**src/spi_port_pkg.sv**
```systemverilog
// Shared constants and carrier types for the sensor serial slave port.
package spi_port_pkg;

  localparam int          BYTE_BITS      = 8;
  localparam int          ADDR_BITS      = 7;
  localparam int          DIR_BIT        = 7;
  localparam logic        DIR_WRITE      = 1'b1;
  localparam logic [6:0]  PORT_MODE_ADDR = 7'h1c;
  localparam logic [7:0]  BURST_ENABLE   = 8'h10;
  localparam logic [6:0]  MOTION_ADDR    = 7'h02;
  localparam int          BURST_LEN      = 7;
  localparam logic [2:0]  BURST_LAST     = 3'h6;
  localparam int          NUM_REGS       = 128;
  localparam logic [7:0]  REG_RESET      = 8'h00;
  localparam logic [2:0]  BIT_LAST       = 3'h7;

  // Serial pins after two-flop synchronisation.
  typedef struct packed {
    logic sclk;
    logic mosi;
    logic cs_low;
  } spi_pins_s;

  // One completed register write seen by the register store.
  typedef struct packed {
    logic       valid;
    logic [6:0] addr;
    logic [7:0] data;
  } reg_write_s;

  typedef enum logic [4:0] {
    ST_IDLE  = 5'b00001,
    ST_ADDR  = 5'b00010,
    ST_WDATA = 5'b00100,
    ST_RDATA = 5'b01000,
    ST_LOCK  = 5'b10000
  } port_state_e;

endpackage : spi_port_pkg

```
**src/spi_reg_store.sv**
```systemverilog
// Register store addressed by index, written and read by the serial port.
`timescale 1ns/10ps
`default_nettype none

module spi_reg_store
  import spi_port_pkg::*;
(
  input  wire logic               clk,
  input  wire logic               reset_n,
  input  wire spi_port_pkg::reg_write_s wr,
  input  wire logic [6:0]         rd_addr,
  output logic [7:0]              rd_data
);

  logic [7:0] regs      [NUM_REGS];
  logic [7:0] next_regs [NUM_REGS];

  always_comb
  begin
    next_regs = regs;
    if (wr.valid)
    begin
      next_regs[wr.addr] = wr.data;
    end
  end

  always_ff @(posedge clk)
  begin
    if (!reset_n)
    begin
      for (int i = 0; i < NUM_REGS; i++)
      begin
        regs[i] <= REG_RESET;
      end
    end
    else
    begin
      regs <= next_regs;
    end
  end

  assign rd_data = regs[rd_addr];

endmodule // spi_reg_store

`default_nettype wire

```
**src/sensor_spi_slave_port.sv**
```systemverilog
// Four-wire serial slave port of the sensor: command decode, read-back and burst.
// What this block does
// - Slave only; host starts every transfer.
// - Deselected: ignore inputs, data output floats.
// - Chip select rising aborts, port returns idle.
// - Burst ends only by raising chip select.
// - Write: direction 1, seven-bit address, data.
// - Read: direction 0 address, device returns data.
// - Sample on rising edge, shift on falling.
// - Write 0x10 to 0x1c arms burst mode.
// - Burst streams seven values, may stop after three.
`timescale 1ns/10ps
`default_nettype none

module sensor_spi_slave_port
  import spi_port_pkg::*;
(
  input  wire logic MCLK,
  input  wire logic RESET_N,
  input  wire logic SCLK,
  input  wire logic MOSI,
  input  wire logic CHIP_SELECT_LOW,
  output logic      MISO_OUT,
  output logic      MISO_OE,
  output logic      BURST_ARMED
);
  import spi_port_pkg::*;

  // Every pin passes two flops; only the second stage is read by logic.
  spi_pins_s   sync1;
  spi_pins_s   sync2;
  logic        sclk_prev;
  logic        cs_prev;

  port_state_e state;
  port_state_e next_state;
  logic [2:0]  bit_cnt;
  logic [2:0]  next_bit_cnt;
  logic [7:0]  shift_in;
  logic [7:0]  next_shift_in;
  logic [7:0]  shift_out;
  logic [7:0]  next_shift_out;
  logic [6:0]  addr;
  logic [6:0]  next_addr;
  logic [2:0]  burst_idx;
  logic [2:0]  next_burst_idx;
  logic        burst_mode;
  logic        next_burst_mode;
  logic        miso;
  logic        next_miso;
  logic        miso_oe;
  logic        next_miso_oe;
  reg_write_s  wr;
  reg_write_s  next_wr;
  logic [6:0]  rd_addr;
  logic [7:0]  rd_data;

  logic        selected;
  logic        sclk_rise;
  logic        sclk_fall;
  logic        cs_rise;
  logic [7:0]  byte_in;

  spi_reg_store u_store (
    .clk     (MCLK),
    .reset_n (RESET_N),
    .wr      (wr),
    .rd_addr (rd_addr),
    .rd_data (rd_data)
  );

  assign selected  = !sync2.cs_low;
  assign sclk_rise = selected && sync2.sclk && !sclk_prev;
  assign sclk_fall = selected && !sync2.sclk && sclk_prev;
  assign cs_rise   = !selected && cs_prev;
  assign byte_in   = {shift_in[6:0], sync2.mosi};

  // The burst walks the motion block at consecutive addresses from the motion register,
  // so outside address decode the store is always looking one address ahead.
  assign rd_addr   = (state == ST_ADDR) ? byte_in[6:0] : addr + 7'h01;

  always_comb
  begin
    next_state      = state;
    next_bit_cnt    = bit_cnt;
    next_shift_in   = shift_in;
    next_shift_out  = shift_out;
    next_addr       = addr;
    next_burst_idx  = burst_idx;
    next_burst_mode = burst_mode;
    next_miso       = miso;
    next_miso_oe    = miso_oe;
    next_wr         = '0;
    if (!selected)
    begin
      // Deselect aborts anything in flight; it closes burst mode only if it comes in ST_LOCK.
      next_state   = ST_IDLE;
      next_bit_cnt = '0;
      next_miso_oe = 1'b0;
      if (cs_rise && state == ST_LOCK)
      begin
        next_burst_mode = 1'b0;
      end
    end
    else
    begin
      case (state)
        ST_IDLE:
        begin
          // Nothing is driven until the host has selected the port.
          next_state   = ST_ADDR;
          next_bit_cnt = '0;
        end
        ST_ADDR:
        begin
          if (sclk_rise)
          begin
            next_shift_in = byte_in;
            next_bit_cnt  = bit_cnt + 3'h1;
            if (bit_cnt == BIT_LAST)
            begin
              next_addr = byte_in[6:0];
              if (byte_in[DIR_BIT] == DIR_WRITE)
              begin
                next_state = ST_WDATA;
              end
              else
              begin
                // Read data is latched right after the last address bit.
                next_state     = ST_RDATA;
                next_shift_out = rd_data;
                next_burst_idx = '0;
              end
            end
          end
        end
        ST_WDATA:
        begin
          if (sclk_rise)
          begin
            next_shift_in = byte_in;
            next_bit_cnt  = bit_cnt + 3'h1;
            if (bit_cnt == BIT_LAST)
            begin
              next_wr = '{valid: 1'b1, addr: addr, data: byte_in};
              if (addr == PORT_MODE_ADDR && byte_in == BURST_ENABLE)
              begin
                next_burst_mode = 1'b1;
              end
              next_state = ST_ADDR;
            end
          end
        end
        ST_RDATA:
        begin
          if (sclk_fall)
          begin
            // Each bit stands from one falling edge to the next.
            next_miso      = shift_out[7];
            next_shift_out = {shift_out[6:0], 1'b0};
            next_miso_oe   = 1'b1;
          end
          else if (sclk_rise)
          begin
            next_bit_cnt = bit_cnt + 3'h1;
            if (bit_cnt == BIT_LAST)
            begin
              if (burst_mode && addr == MOTION_ADDR + {4'h0, burst_idx})
              begin
                if (burst_idx == BURST_LAST)
                begin
                  next_state = ST_LOCK;
                end
                else
                begin
                  next_burst_idx = burst_idx + 3'h1;
                  next_addr      = addr + 7'h01;
                  next_shift_out = rd_data;
                  next_state     = ST_RDATA;
                end
              end
              else
              begin
                next_state = ST_ADDR;
              end
            end
          end
        end
        ST_LOCK:
        begin
          // Clocks are ignored until chip select rises.
          next_state = ST_LOCK;
        end
        default:
        begin
          next_state = ST_IDLE;
        end
      endcase
    end
  end

  always_ff @(posedge MCLK)
  begin
    if (!RESET_N)
    begin
      // Reset mirrors the idle pins so that no false clock edge follows release.
      sync1      <= '{sclk: 1'b1, mosi: 1'b0, cs_low: 1'b1};
      sync2      <= '{sclk: 1'b1, mosi: 1'b0, cs_low: 1'b1};
      sclk_prev  <= 1'b1;
      cs_prev    <= 1'b0;
      state      <= ST_IDLE;
      bit_cnt    <= '0;
      shift_in   <= '0;
      shift_out  <= '0;
      addr       <= '0;
      burst_idx  <= '0;
      burst_mode <= 1'b0;
      miso       <= 1'b0;
      miso_oe    <= 1'b0;
      wr         <= '0;
    end
    else
    begin
      sync1      <= '{sclk: SCLK, mosi: MOSI, cs_low: CHIP_SELECT_LOW};
      sync2      <= sync1;
      sclk_prev  <= sync2.sclk;
      cs_prev    <= selected;
      state      <= next_state;
      bit_cnt    <= next_bit_cnt;
      shift_in   <= next_shift_in;
      shift_out  <= next_shift_out;
      addr       <= next_addr;
      burst_idx  <= next_burst_idx;
      burst_mode <= next_burst_mode;
      miso       <= next_miso;
      miso_oe    <= next_miso_oe;
      wr         <= next_wr;
    end
  end

  assign MISO_OUT    = miso;
  assign MISO_OE     = miso_oe;
  assign BURST_ARMED = burst_mode;

endmodule // sensor_spi_slave_port

`default_nettype wire

```
**config.mk**
```make
export PLATFORM = sky130hd
export DESIGN_NAME = sensor_spi_slave_port
export DESIGN_NICKNAME = d
export VERILOG_FILES = /design/src/spi_port_pkg.sv /design/src/spi_reg_store.sv /design/src/sensor_spi_slave_port.sv
export SDC_FILE = /design/constraint.sdc
export NUM_CORES = 2
export LEC_CHECK = 0
export BUFFER_PORTS_ARGS = -buffer_cell sky130_fd_sc_hd__buf_2
export CORE_MARGIN = 3
export CORE_UTILIZATION = 40
export DETAILED_ROUTE_END_ITERATION = 12
export MAX_ROUTING_LAYER = met4
export PLACE_DENSITY = 0.67
export SLEW_MARGIN = 25
export SYNTH_ARGS = -nofsm -noshare
export SYNTH_HDL_FRONTEND = slang
export SYNTH_HIERARCHICAL = 1
export SYNTH_SLANG_ARGS = --single-unit
export TNS_END_PERCENT = 30
```
**constraint.sdc**
```tcl
create_clock -name MCLK -period 4.24 [get_ports MCLK]
set_clock_uncertainty 0.05 [all_clocks]
set_input_delay 0 -clock MCLK [delete_from_list [all_inputs] [get_ports MCLK]]
set_output_delay 0 -clock MCLK [all_outputs]
set_load 0.01 [all_outputs]
```
Word-level counts from Yosys, hierarchy flattened:

Index checks and enable logic that the tools add are counted.

* output and inout port bits: 3
* bits in registers: 1084

* bitwise logic cells: 7
* reductions and logical operators: 31
* mux-type cells: 54
* eq/ne operators: 25
* add/sub/neg operators: 4
* $lt $le $gt $ge: 3

Operators by type and width (number)
* 1024-bit bitwise mux: 1
* 8-bit 2-to-1 mux: 11
* 8-bit binary-select mux with 7-bit select: 1
* 8-bit demux with 7-bit select: 1
* 7-bit 2-to-1 mux: 8
* 5-bit 2-to-1 mux: 9
* 3-bit 2-to-1 mux: 10
* 5-bit one-hot mux with 5 select lines: 1
* 2-bit inequality test (second input constant): 9
* 9-bit AND reduction: 2
* 8-bit >= comparator (second input constant): 2
* 16-bit 2-to-1 mux: 1
* 7-bit NOT with 8-bit output: 2
* 8-bit one-hot mux with 2 select lines: 1
* 7-bit one-hot mux with 2 select lines: 1
* 3-bit inequality test (second input constant): 4
* 10-bit AND reduction: 1
* 2-bit nonzero test: 5
* 1-bit logical AND: 9
* 3-bit one-hot mux with 3 select lines: 1
* 8-bit by 5-bit == test with 1-bit output (second input constant): 1
* 8-bit by 1-bit < comparator with 1-bit output (second input constant): 1
* 7-bit by 1-bit adder with 7-bit output (second input constant): 1
* 7-bit by 4-bit == test with 1-bit output: 1
* other kinds (23): 40

Longest topological paths before layout:

* depth after elaboration: 12
* gate-level depth with buffers: 17

Cells and area by module:

Netlist, hierarchy kept.

By module, submodules not included
* spi_reg_store: instances 1, area each 47742.0 um^2, sequential area each 20499.7 um^2, cells each 5157
* sensor_spi_slave_port: instances 1, area each 2917.8 um^2, sequential area each 1201.2 um^2, cells each 323

Worst setup path before layout:

OpenSTA, ideal clock, no wires.

* path type: register to register
* from: reg state[2]
* to: reg shift_out[7]
* library setup time: 0.119 ns
* cell stages (with the launch flop): 15
* data arrival time: 4.039 ns
* path slack: 0.032 ns
* required time: 4.071 ns
* buffers on the path: 4
* cells stage by stage: dfxtp_1 buf_6 nor4_4 nand2_1 clkbuf_1 a21oi_1 buf_2 buf_1 mux4_2 mux4_2 mux4_2 mux2_2 nor2_1 a21oi_1 o221a_2

* longest elaborated chain between the ends: 12
* elaborated cells between the ends (all ways): 25

Ends and longest elaborated chain
* start: declaration: RTL line sensor_spi_slave_port.sv:35 `port_state_e state;`
* start signal: assignment: RTL line sensor_spi_slave_port.sv:228 `state <= next_state;`
* 5-bit by 2-bit == test with 1-bit output *: RTL line sensor_spi_slave_port.sv:80 `assign rd_addr = (state == ST_ADDR) ? byte_in[6:0] : addr + 7'h01;`
* 7-bit 2-to-1 mux *: RTL line sensor_spi_slave_port.sv:80
* named net rd_addr[0]: RTL line sensor_spi_slave_port.sv:55 `logic [6:0] rd_addr;`
* 7-bit NOT with 8-bit output (not written as such) *: RTL line spi_reg_store.sv:42 `assign rd_data = regs[rd_addr];`
* 8-bit binary-select mux with 7-bit select *: RTL line spi_reg_store.sv:42
* 8-bit 2-to-1 mux (not written as such) * (2 in series): RTL line spi_reg_store.sv:42
* named net rd_data[7]: RTL line sensor_spi_slave_port.sv:56 `logic [7:0] rd_data;`
* 8-bit 2-to-1 mux: RTL line sensor_spi_slave_port.sv:170 `if (burst_idx == BURST_LAST)`
* 8-bit 2-to-1 mux: RTL line sensor_spi_slave_port.sv:168 `if (burst_mode && addr == MOTION_ADDR + {4'h0, burst_idx})`
* 8-bit 2-to-1 mux: RTL line sensor_spi_slave_port.sv:166 `if (bit_cnt == BIT_LAST)`
* 8-bit 2-to-1 mux: RTL line sensor_spi_slave_port.sv:163 `else if (sclk_rise)`
* 8-bit 2-to-1 mux: RTL line sensor_spi_slave_port.sv:156 `if (sclk_fall)`
* 8-bit one-hot mux with 2 select lines *: RTL line sensor_spi_slave_port.sv:107 `case (state)`
* end signal: assignment: RTL line sensor_spi_slave_port.sv:231 `shift_out <= next_shift_out;`
* end: declaration: RTL line sensor_spi_slave_port.sv:41 `logic [7:0] shift_out;`

The timed path passes the listed nets; every way through them passes the cells marked *. The select of a mux whose other input is x is not followed.
A chain may end at the register's enable or synchronous reset.

Final worst setup path:

* from: reg state[4]
* to: reg shift_out[7]

The elaborated chain is that of the path after synthesis.

==> impl_metrics.tcl <==
set metrics [dict create \
    grt_overflow_total 0 \
    io_buffers 7 \
    ys_warn_count 6 \
    placed_cells 6693 \
    grt_pass1_wl_um 243300 \
    die_area_sq_mm 0.1310 \
    numClockSinks 1084 \
    drt_pass1_iterations 7 \
    track_usage 0.2411 \
    grt_max_degree 294 \
    drive_gt1_frac 0.1484 \
    synthCells 5480 \
    pin_count 8 \
    synth_nets 5492 \
    synth-seq-cells 1084 \
    setup_viol 0 \
    gp_congestion 0.9487 \
    worst_pin_slew_ps 1111 \
    endpoint_kind "register" \
    nets 5220 \
    start_kind "register" \
    dp_hpwl_um 99940 \
    dieHeight_um 361.9 \
    critical_path_class "register to register" \
    mappedNetlistArea_sq_mm 0.05066 \
    finalSetupTns_ps 0 \
    rsz0062_at_grt "true" \
    numCtsBuffers 114 \
    cts_buffer_depth 3 \
    grt_pass1_vias 38440 \
    cp.required_ps 4800 \
    die_x_um 361.9 \
    powerDensity_mw_per_mm2 373.9 \
    clk-insertion-delay-late_ps 730 \
    maxCapViolCount 0 \
    clock.fmax_mhz 239.8 \
    irDropWorstVdd_v 0.0003464 \
    antenna_found_initial 2 \
    cp.arrival_ps 4730 \
    max_slew_margin 0.2595 \
    syn2layout_area_growth_pct 12.66 \
    hold_slack_ps 245.4 \
    synthFlopType "dfxtp_1" \
    rows 129 \
    period_share 0.9834 \
    num_vias 42040 \
    initial_core_util 0.4060 \
    wl_per_cell_um 23.03 \
    cts_tree "built" \
    root_buffer "clkbuf_16" \
    avgSynthCellArea_sq_um 9.244 \
    clk_pin_slew_ps 60 \
    final-hold-violation-count 0 \
    drt_wl_total_um 159900 \
    status "complete, no violations" \
    first_iter_violations 5342 \
    ant_nets 0 \
    layout_min_cycle_time_ps 4170 \
    drc 0 \
    power_w 0.02134 \
    cellLeakagePower_nw 17.32 \
    hp-class "input port to register" \
    h-tree-depth 3 \
    crit_fanout 10 \
    final_cells 6944 \
    core_area_sq_mm 0.1248 \
    synth-async-reset-ratio 0 \
    synth_edf_count 0 \
    ys_types 70 \
    avgViaCountPerCell 6.053 \
    ys_seq_area_frac 0.4284 \
    slew_viol_final 0 \
]
[timing repair]
item	in CTS	in global routing
hold buffers	7	0
endpoints found under the setup margin	0	7
resized for setup	0	22
buffers inserted	0	18
endpoints found under the hold margin	107	0
[where the power goes]
group          leakage, nW  switching [W]  internal, W  total, W
clock                 1.95        0.00436      0.00604    0.0104
sequential            8.73     0.00000364       0.0102    0.0102
combinational         6.64       0.000350     0.000392  0.000742
total                 17.3        0.00472       0.0166    0.0213
[registers in the layout, summed over array words and instances, names as in the netlist, 2 cells and up]
register	cells
u_store/regs	1024
wr	16
shift_out	8
addr	7
shift_in	7
state	5
bit_cnt	3
burst_idx	3
sync1	3
sync2	2
[final timing paths]
| kind | start | end | slack, ps | cells after the start |
|---|---|---|---|---|
| setup reg to reg | state[4] | shift_out[7] | 70 | 15 |
| setup / recovery | state[4] | shift_out[7] | 70 | 15 |
| hold / removal | RESET_N | sclk_prev | 250 | 3 |
| hold reg to reg | sync1[2] | sync2[2] | 360 | 1 |
[worst max-delay path, stage by stage (launching register included)]
cell	delay (ps)
dfxtp_1	330
nor4_4	340
nand2_2	180
nor2_1	230
a21oi_4	60
buf_12	160
buf_4	160
clkbuf_16	190
buf_4	150
mux4_2	400
mux4_2	530
mux4_2	540
mux2_2	280
nor2_1	100
a21oi_1	90
o221a_2	270
[cell type report]
| class | instances | area, sq um |
|---|---|---|
| inverters | 7 | 26.28 |
| flip-flops and latches | 1084 | 21730 |
| diodes | 2 | 5.005 |
| well taps | 1637 | 2048 |
| fillers | 11510 | 67690 |
| multi-input cells | 3812 | 26930 |
| repair buffers | 189 | 2411 |
| clock inverters | 49 | 531.8 |
| clock buffers | 164 | 3385 |
[layout by cell type, fill, tap and decap left out, drive strengths merged, types with 4 or more instances in the layout]
master       count
mux2            10
nand2         1136
dfxtp         1084
bufinv           8
mux4           336
nor3             5
o221a           11
nor4bb           9
buf            174
a21oi           27
xor2             4
nand2b          10
inv             11
mux2i           11
o21ai          334
xnor2            5
nor4b            6
and2            18
nor2            81
dlygate4sd3      7
nand3          713
clkbuf         172
ha               7
clkinv          35
a21boi        1025
nand4b           9
nor4             7
[metal layers]
metal,global-route usage,vias up,wire length [um]
met4,0.08993,0,5848
met2,0.3563,1929,71660
met5,-,-,0
met3,0.03521,314,14210
met1,0.3353,20900,68190
li1,-,18890,-
[Yosys cell counts, types with 2 or more instances]
cell       count  area, sq um
mux4_2       336         7567
nor2b_1        3        18.77
o221a_2       11        123.9
nand3_1      713         3568
nand4_1        3        18.77
mux2i_1       11        110.1
clkbuf_1     503         1888
nand4bb_1      3        33.78
a21oi_1       26        130.1
xnor2_1        5        43.79
xor2_1         4        35.03
nor3_4         2        32.53
or2b_1         3        22.52
and4b_1        3        30.03
o22a_2         2        20.02
nor4b_1        5        43.79
nand2_1     1135         4260
a21boi_0    1025         7695
o211ai_1       2        15.01
dfxtp_1     1084        21700
inv_1          7        26.28
buf_4          5        37.54
or3_1          2        12.51
buf_6          6        67.56
mux2_2         9        101.4
o41ai_1        2        17.52
nand4b_1       8        70.07
nor4bb_1       9        90.09
buf_2         26        130.1
o311ai_0       2        17.52
nor3b_1        2        15.01
nor3_1         3        15.01
o21ai_0      331         1657
nor2_1        81        304.0
ha_1           7        87.58
a31oi_1        2        12.51
and2_1        17        106.4
buf_1         36        135.1
nor4_1         6        37.54
nand2b_1      10        62.56
[through the flow]
stage	util	worst slack (ps)	cell area [sq um]
4_1_cts	0.4529	4.529	56510
3_3_place_gp	0.4209	17.39	52520
6_report	0.4574	70.24	57070
3_5_place_dp	0.4210	25.76	52530
5_1_grt	0.4574	-74.24	57070
2_1_floorplan	-	32.18	50660
[cell families (layout without fill, tap and decap cells)]
kind of cell / after synthesis / in the layout / synth area share
and+or+nand+nor: 2021 / 2021 / 0.1753
muxes: 357 / 357 / 0.1538
adders and majority gates: 7 / 7 / 0.001729
buffers and inverters: 584 / 409 / 0.04520
xor gates and xnor gates: 9 / 9 / 0.001556
AOI/OAI and AO/OA: 1418 / 1418 / 0.1941
other: 0 / 2 / 0
DFF: 1084 / 1084 / 0.4284
No activity file was read; power rests on OpenSTA's default activity.
